$ cat src/hw/pad_pkg.sv
`default_nettype none
package pad_pkg;

  localparam int            AUX_W            = 8;
  localparam logic [7:0]    AUX_RESET        = 8'h00;

  localparam int            RSV_TOP          = 2;
  localparam int            BIT_PWR_DOWN     = 3;
  localparam int            BIT_CNT_LOAD     = 4;
  localparam int            BIT_MODSEL_OUT   = 5;
  localparam int            BIT_PSC_OUT      = 6;
  localparam int            BIT_PHASE_OFF    = 7;

  localparam int            PIN_W            = 10;
  localparam int            PIN_SCLK         = 0;
  localparam int            PIN_SDATA        = 1;
  localparam int            PIN_WR           = 2;
  localparam int            PIN_SMODE        = 3;
  localparam int            PIN_BMODE        = 4;
  localparam int            PIN_EN_N         = 5;
  localparam int            PIN_VCO          = 6;
  localparam int            PIN_REF          = 7;
  localparam int            PIN_MODSEL       = 8;
  localparam int            PIN_PSC          = 9;
  localparam logic [9:0]    PIN_RESET        = 10'h020;

  localparam int            FILT_W           = 6;
  localparam logic [5:0]    FILT_MAX         = 6'h3f;
  localparam logic [5:0]    FILT_THRESH      = 6'h20;

  typedef enum logic [1:0] {
    SRC_PARALLEL,
    SRC_SERIAL,
    SRC_DIRECT
  } pad_src_t;

endpackage : pad_pkg
`default_nettype wire

$ cat src/hw/pad_aux_pd.sv
`timescale 1ns/1ps
`default_nettype none
// Contract
// - Serial bits shift under strobe, captured on fall.
// - Each function bit acts only when one.
// - Bit 3 powers down all but loading.
// - Bit 4 forces continuous counter load.
// - Bit 5 routes modulus select to diagnostic.
// - Bit 6 routes prescaler output to diagnostic when bit 5 is zero.
// - Bit 7 disables both divided phase outputs.
// - Detector acts only on rising edges.
// - VCO edge first pulses down output low.
// - Reference edge first pulses up output low.
// - Pulse width tracks the edge offset.
// - Lock is inverted filtered NAND of pumps.
// - Parallel data latched on strobe rising edge.
// - Register acts only while enable is low.
// - First serial bit is bit 0, lines reversed.
module pad_aux_pd
(
  input  wire logic             clock,
  input  wire logic             rst_b,
  input  wire logic             clk_en,
  input  wire logic             serial_clk,
  input  wire logic             serial_data,
  input  wire logic             aux_wr,
  input  wire logic [7:0]       par_data,
  input  wire logic             smode,
  input  wire logic             bmode,
  input  wire logic             aux_en_n,
  input  wire logic             vco_div_in,
  input  wire logic             ref_div_in,
  input  wire logic             modulus_select,
  input  wire logic             prescaler_raw,
  output logic                  pump_up_n,
  output logic                  pump_down_n,
  output logic                  lock_indicator,
  output logic                  divided_vco_phase,
  output logic                  divided_reference_phase,
  output logic                  diag_out,
  output logic                  force_counter_load,
  output pad_pkg::pad_src_t     load_source,
  output logic                  power_down
);
  import pad_pkg::*;

  logic [PIN_W-1:0]  pin_raw;
  logic [PIN_W-1:0]  sync1_q;
  logic [PIN_W-1:0]  sync1_d;
  logic [PIN_W-1:0]  sync2_q;
  logic [PIN_W-1:0]  sync2_d;
  logic [PIN_W-1:0]  prev_q;
  logic [PIN_W-1:0]  prev_d;
  logic [7:0]        par1_q;
  logic [7:0]        par1_d;
  logic [7:0]        par2_q;
  logic [7:0]        par2_d;
  logic [7:0]        par_rev;

  assign pin_raw = {prescaler_raw, modulus_select, ref_div_in, vco_div_in, aux_en_n,
                    bmode, smode, aux_wr, serial_data, serial_clk};

  // Every pin passes two flops; edges are found against a third copy of the second stage.
  always_comb
  begin
    sync1_d = clk_en ? pin_raw : sync1_q;
    sync2_d = clk_en ? sync1_q : sync2_q;
    prev_d  = clk_en ? sync2_q : prev_q;
    par1_d  = clk_en ? par_data : par1_q;
    par2_d  = clk_en ? par1_q : par2_q;
  end

  always_ff @(posedge clock or negedge rst_b)
  begin
    if (!rst_b)
    begin
      sync1_q <= PIN_RESET;
      sync2_q <= PIN_RESET;
      prev_q  <= PIN_RESET;
      par1_q  <= 8'h00;
      par2_q  <= 8'h00;
    end
    else
    begin
      sync1_q <= sync1_d;
      sync2_q <= sync2_d;
      prev_q  <= prev_d;
      par1_q  <= par1_d;
      par2_q  <= par2_d;
    end
  end

  logic sclk_rise;
  logic wr_rise;
  logic wr_fall;
  logic vco_rise;
  logic ref_rise;
  logic serial_mode;
  logic en_active;

  assign sclk_rise   = sync2_q[PIN_SCLK] & ~prev_q[PIN_SCLK];
  assign wr_rise     = sync2_q[PIN_WR] & ~prev_q[PIN_WR];
  assign wr_fall     = ~sync2_q[PIN_WR] & prev_q[PIN_WR];
  assign vco_rise    = sync2_q[PIN_VCO] & ~prev_q[PIN_VCO];
  assign ref_rise    = sync2_q[PIN_REF] & ~prev_q[PIN_REF];
  assign serial_mode = sync2_q[PIN_SMODE];
  assign en_active   = ~sync2_q[PIN_EN_N];

  genvar gi;
  generate
    for (gi = 0; gi < AUX_W; gi++)
    begin : g_rev
      assign par_rev[gi] = par2_q[AUX_W-1-gi];
    end
  endgenerate

  logic [7:0] shift_q;
  logic [7:0] shift_d;
  logic [7:0] aux_q;
  logic [7:0] aux_d;

  // The shifter is separate from the live register so a half-loaded word never steers anything.
  always_comb
  begin
    shift_d = shift_q;
    aux_d   = aux_q;
    if (clk_en)
    begin
      if (serial_mode && sync2_q[PIN_WR] && sclk_rise)
      begin
        shift_d = {sync2_q[PIN_SDATA], shift_q[7:1]};
      end
      if (serial_mode && wr_fall)
      begin
        aux_d = shift_q;
      end
      else if (!serial_mode && wr_rise)
      begin
        aux_d = par_rev;
      end
    end
  end

  always_ff @(posedge clock or negedge rst_b)
  begin
    if (!rst_b)
    begin
      shift_q <= AUX_RESET;
      aux_q   <= AUX_RESET;
    end
    else
    begin
      shift_q <= shift_d;
      aux_q   <= aux_d;
    end
  end

  logic [7:0] eff;
  logic       pd_on;

  // Reserved bits are stored but steer nothing.
  assign eff   = en_active ? aux_q : 8'h00;
  assign pd_on = eff[BIT_PWR_DOWN];

  logic up_q;
  logic up_d;
  logic dn_q;
  logic dn_d;

  // Pulse width is quantised to the clock period, so offsets below 4 ns are lost.
  always_comb
  begin
    up_d = up_q;
    dn_d = dn_q;
    if (clk_en)
    begin
      if (pd_on)
      begin
        up_d = 1'b0;
        dn_d = 1'b0;
      end
      else
      begin
        up_d = up_q | ref_rise;
        dn_d = dn_q | vco_rise;
        if (up_d && dn_d)
        begin
          up_d = 1'b0;
          dn_d = 1'b0;
        end
      end
    end
  end

  always_ff @(posedge clock or negedge rst_b)
  begin
    if (!rst_b)
    begin
      up_q <= 1'b0;
      dn_q <= 1'b0;
    end
    else
    begin
      up_q <= up_d;
      dn_q <= dn_d;
    end
  end

  assign pump_up_n   = ~up_q;
  assign pump_down_n = ~dn_q;

  logic [FILT_W-1:0] filt_q;
  logic [FILT_W-1:0] filt_d;
  logic              nand_pumps;
  logic              lock_q;
  logic              lock_d;

  // The counter stands in for the external RC: lock drops once pump activity dominates.
  assign nand_pumps = ~(pump_up_n & pump_down_n);

  always_comb
  begin
    filt_d = filt_q;
    lock_d = lock_q;
    if (clk_en)
    begin
      if (nand_pumps && filt_q != FILT_MAX)
      begin
        filt_d = filt_q + 6'h01;
      end
      else if (!nand_pumps && filt_q != 6'h00)
      begin
        filt_d = filt_q - 6'h01;
      end
      lock_d = ~(filt_q >= FILT_THRESH) & ~pd_on;
    end
  end

  always_ff @(posedge clock or negedge rst_b)
  begin
    if (!rst_b)
    begin
      filt_q <= 6'h00;
      lock_q <= 1'b0;
    end
    else
    begin
      filt_q <= filt_d;
      lock_q <= lock_d;
    end
  end

  assign lock_indicator = lock_q;

  logic     vco_o_q;
  logic     vco_o_d;
  logic     ref_o_q;
  logic     ref_o_d;
  logic     diag_q;
  logic     diag_d;
  logic     load_q;
  logic     load_d;
  logic     pwr_q;
  logic     pwr_d;
  pad_src_t src_q;
  pad_src_t src_d;

  always_comb
  begin
    vco_o_d = vco_o_q;
    ref_o_d = ref_o_q;
    diag_d  = diag_q;
    load_d  = load_q;
    pwr_d   = pwr_q;
    src_d   = src_q;
    if (clk_en)
    begin
      vco_o_d = sync2_q[PIN_VCO] & ~eff[BIT_PHASE_OFF] & ~pd_on;
      ref_o_d = sync2_q[PIN_REF] & ~eff[BIT_PHASE_OFF] & ~pd_on;
      if (pd_on)
      begin
        diag_d = 1'b0;
      end
      else if (eff[BIT_MODSEL_OUT])
      begin
        diag_d = sync2_q[PIN_MODSEL];
      end
      else if (eff[BIT_PSC_OUT])
      begin
        diag_d = sync2_q[PIN_PSC];
      end
      else
      begin
        diag_d = 1'b0;
      end
      load_d = eff[BIT_CNT_LOAD] & ~pd_on;
      pwr_d  = pd_on;
      if (sync2_q[PIN_BMODE])
      begin
        src_d = SRC_DIRECT;
      end
      else if (serial_mode)
      begin
        src_d = SRC_SERIAL;
      end
      else
      begin
        src_d = SRC_PARALLEL;
      end
    end
  end

  always_ff @(posedge clock or negedge rst_b)
  begin
    if (!rst_b)
    begin
      vco_o_q <= 1'b0;
      ref_o_q <= 1'b0;
      diag_q  <= 1'b0;
      load_q  <= 1'b0;
      pwr_q   <= 1'b0;
      src_q   <= SRC_PARALLEL;
    end
    else
    begin
      vco_o_q <= vco_o_d;
      ref_o_q <= ref_o_d;
      diag_q  <= diag_d;
      load_q  <= load_d;
      pwr_q   <= pwr_d;
      src_q   <= src_d;
    end
  end

  assign divided_vco_phase       = vco_o_q;
  assign divided_reference_phase = ref_o_q;
  assign diag_out                = diag_q;
  assign force_counter_load      = load_q;
  assign load_source             = src_q;
  assign power_down              = pwr_q;
endmodule : pad_aux_pd
`default_nettype wire

$ cat config.mk
export PLATFORM = sky130hd
export DESIGN_NAME = pad_aux_pd
export DESIGN_NICKNAME = d
export VERILOG_FILES = /design/src/hw/pad_pkg.sv /design/src/hw/pad_aux_pd.sv
export SDC_FILE = /design/constraint.sdc
export NUM_CORES = 1
export LEC_CHECK = 0
export BUFFER_PORTS_ARGS = -buffer_cell sky130_fd_sc_hd__buf_2
export CORE_ASPECT_RATIO = 0.75
export CORE_MARGIN = 1
export CORE_UTILIZATION = 25
export CTS_BUF_LIST = sky130_fd_sc_hd__clkbuf_4 sky130_fd_sc_hd__clkbuf_8
export CTS_CLUSTER_DIAMETER = 30
export DETAILED_ROUTE_END_ITERATION = 10
export GPL_ROUTABILITY_DRIVEN = 1
export PLACE_DENSITY = 0.44
export SYNTH_ARGS = -nofsm -noshare
export SYNTH_HDL_FRONTEND = slang
export SYNTH_SLANG_ARGS = --single-unit
$ cat constraint.sdc
create_clock -name clock -period 1.98 [get_ports clock]
set_input_delay 0.198 -clock clock [delete_from_list [all_inputs] [get_ports clock]]
set_output_delay 0.198 -clock clock [all_outputs]
set_load 0.02 [all_outputs]
; ---- Word level (Yosys, flattened, before mapping)
; Index checks and enable logic that the tools add are counted.
[totals]
out_inout_bits = 10
word_cells = 74
input_bits = 21
reg_bits = 76
[op_classes]
n_lt_le_gt_ge = 1
eq_ne = 1
bitwise = 25
n_reduce_logical = 14
add_sub_neg = 2
muxes = 14
[op_table]
columns = op, count
row1 = $mux 8, 3
row2 = $and 1x1->1, 12
row3 = $mux 6, 2
row4 = $not 1->1, 11
row5 = $mux 1, 8
row6 = $logic_and 1x1->1, 7
row7 = $add 6x1->6 const B, 1
row8 = $ge 6x6->1 const B, 1
row9 = $ne 6x6->1 const B, 1
row10 = $reduce_and 2->1, 3
row11 = $reduce_bool 6->1, 1
row12 = $sub 6x1->6 const B, 1
row13 = $reduce_bool 2->1, 2
row14 = $mux 2, 1
row15 = $or 1x1->1, 2
row16 = $logic_not 1->1, 1

; ---- Depth between registers and ports, before layout
[logic_depth]
depth_word = 6
depth_mapped = 8

; ---- Worst setup path before layout
; No wires, ideal clock.
[synth_timing]
path_type = register to register
from = register filt_q[0]
to = register filt_q[5]
synth_period_minus_slack_ns = 2.147
stages_incl_launch_ff = 9
setup_ns = 0.080
path_buffers = 0
arrival_ns = 2.067
t_required_ns = 1.900
slack_ns = -0.167
cell_sequence = dfrtp_1 nand4_1 o22ai_1 ha_1 a211oi_1 o21a_1 nor3_1 o21ai_0 xnor2_1
[synth_via]
elab_chain_len = 4
[synth_rtl]
columns = item, line
row1 = from (decl), pad_aux_pd.sv:212  ; logic [FILT_W-1:0] filt_q;
row2 = from (signal assigned), pad_aux_pd.sv:248  ; filt_q <= filt_d;
row3 = "parallel branches: the longest is 4 deep, another holds $sub 6x1->6", -
; Parallel ways; which one is timed is not known. The select of a mux whose other input is x is not followed.
; A chain may end at the register's enable or synchronous reset.

; ---- Final worst setup path
[layout_timing]
from = register filt_q[1]
to = register filt_q[5]
; The elaborated chain is that of the path after synthesis.

==> summary.md <==
| Metric | Value |
|---|---|
| Worst path required time | `2.21 ns` |
| CP startpoint kind | `register` |
| Worst-case clock skew | `just over 0.009 ns` |
| Fill count | `~1,000` |
| Slowest stage delay, CP | `0.39 ns` |
| CP top delay family | `compound AO/OA/AOI/OAI gates` |
| PwrDens | `roughly 1400 nW/um^2` |
| DRT Wirelength | `4780 um` |
| Yosys cell types | `31` |
| Net Count, Synth | `between 200 and 250` |
| Critical path class | `register to register` |
| Net Sw Frac | `30.6%` |
| Synth top area share | `56.1%` |
| Final Setup Violations | `0` |
| Placeable Area | `slightly below 10,000 um^2` |
| EDFF count, synth | `0` |
| Avg Synthesized Cell Area | `12.9 um^2` |
| MaxCap Viol Count | `0` |
| Die height | `90.1 um` |
| Placed Area | `2950 um^2` |
| Slew Limit Fails | `0` |
| PnR worst setup slack | `0.0176 ns` |
| Unrepaired setup endpoints after global routing | `true` |
| Avg WL per Cell | `approximately 13 um` |
| Initial cell density of the core | `between 20% and 30%` |
| Starting DRT DRC Count | `60` |
| Internal cell power | `3.22 mW` |
| Antenna violations before repair | `0` |
| Async set-reset flop share out of synthesis | `100%` |
| Root Driver | `clkbuf_8` |
| Global-route wire length before repair | `7990 um` |
| FP Rows | `31` |
| Yosys top cell by area | `dfrtp_1` |
| Die area | `10,800 um^2` |
| Ratio of final minimum period to clock period | `about 99%` |
| CP arrival | `2.19 ns` |
| Count leader, synth | `dfrtp_1` |
| Synth-to-Final Area Change | `26.5%` |
| Synth top cells by count | `dfrtp_1 (58), mux2_2 (43), o21ai_0 (14)` |
| Routed Antenna Nets | `0` |
| # IOs | `31` |
| Syn Std Cell Area | `around 2600 um^2` |
| Setup TNS | `0 ns` |
| TritonCTS clock tree | `yes` |
| Antenna cells | `0` |
| H-tree levels | `3` |
| Leak | `1.46 nW` |
| Buf/Inv on CP | `0` |
| Fraction of layout cells with a size suffix above 1 | `between 40 and 50%` |
| VDD IR max | `457 uV` |
| Drt drc | `0` |
| Drt first pass iters | `5` |
| Largest net degree at the start of global routing | `44` |
| Status | `finished, final reports clean` |
| Fmax | `510 MHz` |
| Design area | `3270 um^2` |
| P_sw | `1.42 mW` |
| Clk network pwr share | `26.9%` |
| CP Max Fanout | `5` |
| Clock transition at the registers of the reported paths | `~0.06 ns` |
| Slowest CP cell | `dfrtp_1` |
| Total GRT Usage | `roughly a tenth` |
| Routability Congestion | `a little under 0.8` |
| Worst slew pin tran | `about 0.45 ns` |
| Critical Path Start | `filt_q[1]$_DFFE_PN0P_` |
| Gr ovfl total | `0` |
| Vias/cell | `between 4 and 5` |
| Vias | `around 1,600` |
| Critical path capture point type | `register` |
| Synth Warn # | `0` |
| Clk Latency, worst-skew pair | `0.34 ns` |
| Crit-path cells | `nand4_1 > o22ai_4 > ha_1 > o21ai_1 > o21a_1 > o21a_1 > o21ai_1 > xnor2_1` |
| Synth Instances | `200` |
| Reg2reg start | `filt_q[1]$_DFFE_PN0P_` |
| Final nets | `between 200 and 300` |
| Ranking of synthesized cells by area | `dfrtp_1 (56%), mux2_2 (19%), o21ai_0 (2.7%)` |
| Clk buf depth | `2` |
| CTS Sinks | `60` |
| Place WS | `-0.00407 ns` |
| Die width | `roughly 120 um` |
| Tmin final | `1.96 ns` |
| DP Wirelength | `approximately 3200 um` |
| Max-Slew Margin vs Limit | `70.3%` |
| Final hold slack | `0.0844 ns` |
| Share of power burned in registers | `37.0%` |
| Finished Core Util | `33.2%` |
| CTS Buf Count | `9` |
| Comb power frac | `36.1%` |
| Sequential share of the synthesized area | `58.2%` |
| Final hold vios | `0` |
| Port bufs | `27` |
| Number of global-route vias before repair | `1,629` |
| Min-Delay Path Class | `input port to register` |
| Hold_sp | `aux_wr` |
| Post-synth top flop | `dfrtp_1` |
| Yosys reg bits | `60` |
-- flip-flops by register name, indices dropped and copies added (netlist names) --
name / cells
filt_q: 6
sync2_q: 10
prev_q: 5
divided_reference_phase: 1
lock_indicator: 1
sync1_q: 10
force_counter_load: 1
par1_q: 5
par2_q: 5
dn_q: 1
shift_q: 5
diag_out: 1
up_q: 1
divided_vco_phase: 1
load_source: 1
power_down: 1
aux_q: 5
-- routing by layer --
metal | GRT usage, % | part of all wire, % | wire [um] | vias to the layer above
met1 | 13.6 | 54 | 2590 | 756
met2 | 12.6 | 39 | 1860 | 32
met5 | 0 | 0 | 0 | -
met3 | 4.25 | 4.6 | 221 | 9
li1 | - | - | - | 795
met4 | 5.31 | 2.1 | 100 | 0
-- cells by family (layout without fill, tap and decap cells) --
logic type | count (synthesis) | count (layout) | share of synthesized area [%]
flip-flops | 60 | 60 | 58.2
multiplexers | 48 | 48 | 20.7
AND/OR/NAND/NOR | 36 | 36 | 6.87
AO/OA/AOI/OAI | 29 | 29 | 7.26
buffers and inverters | 17 | 66 | 2.61
adder cells (fa/ha/maj) | 5 | 5 | 2.71
XOR/XNOR | 5 | 5 | 1.69
-- through the flow --
stage / power (mW) / cells
global placement: 3.14 / 362
floorplan: 2.72 / 200
global route: 4.96 / 381
finish: 4.63 / 381
detailed placement: 3.15 / 362
CTS: 4.46 / 379
-- power by group through the flow --
stage / clock [mW] / sequential [mW] / combinational, mW
after floorplan: 0 / 1.78 / 0.948
after global placement: 0 / 1.73 / 1.41
after detailed placement: 0 / 1.74 / 1.41
after CTS: 1.30 / 1.72 / 1.44
after global routing: 1.35 / 1.76 / 1.86
final: 1.25 / 1.71 / 1.67
-- cells in the final DEF (no fill, tap or decap), types with 3 or more instances in the layout --
master	count
buf_4	11
inv_1	9
nor2_1	6
ha_4	3
nand2_1	11
clkbuf_4	4
buf_2	27
xnor2_1	4
mux2i_1	5
dfrtp_1	58
mux2_2	43
o21ai_0	12
nand2b_1	4
clkbuf_8	10
nor2b_1	3
-- layout make-up --
class                      count  area, um^2  area share, %
timing repair buffer          41         259           7.92
inverter                       9        33.8           1.03
tap                          132         165           5.05
clock buffer                  14         168           5.13
clock inverter                 2        60.1           1.84
multi-input combinational    123        1080           33.1
sequential                    60        1500           46.0
-- worst reg2reg max path, stage by stage (launching register included) --
cell,delay [ns]
dfrtp_1,0.39
nand4_1,0.16
o22ai_4,0.32
ha_1,0.34
o21ai_1,0.10
o21a_1,0.18
o21a_1,0.13
o21ai_1,0.07
xnor2_1,0.15
-- what timing repair did --
item	CTS	global route
endpoints found under the setup margin	1	3
pin swaps	0	9
gates resized for setup	1	11
gates cloned	0	0
buffers inserted	0	3
hold buffers	1	0
hold endpoints to repair	17	0
-- final timing paths --
kind | endpoint | slack (ns) | depth (start not counted)
worst min-delay path | sync1_q[2]$_DFFE_PN0P_ | 0.08 | 2
worst max register to register | filt_q[5]$_DFFE_PN0P_ | 0.02 | 8
worst min register to register | aux_q[4]$_DFFE_PN0P_ | 0.48 | 2
max in group asynchronous | sync2_q[5]$_DFFE_PN1P_ | 1.02 | 3
min in group asynchronous | filt_q[1]$_DFFE_PN0P_ | 0.34 | 2
worst max-delay path | filt_q[5]$_DFFE_PN0P_ | 0.02 | 8
(Power assumes the default switching activity.)
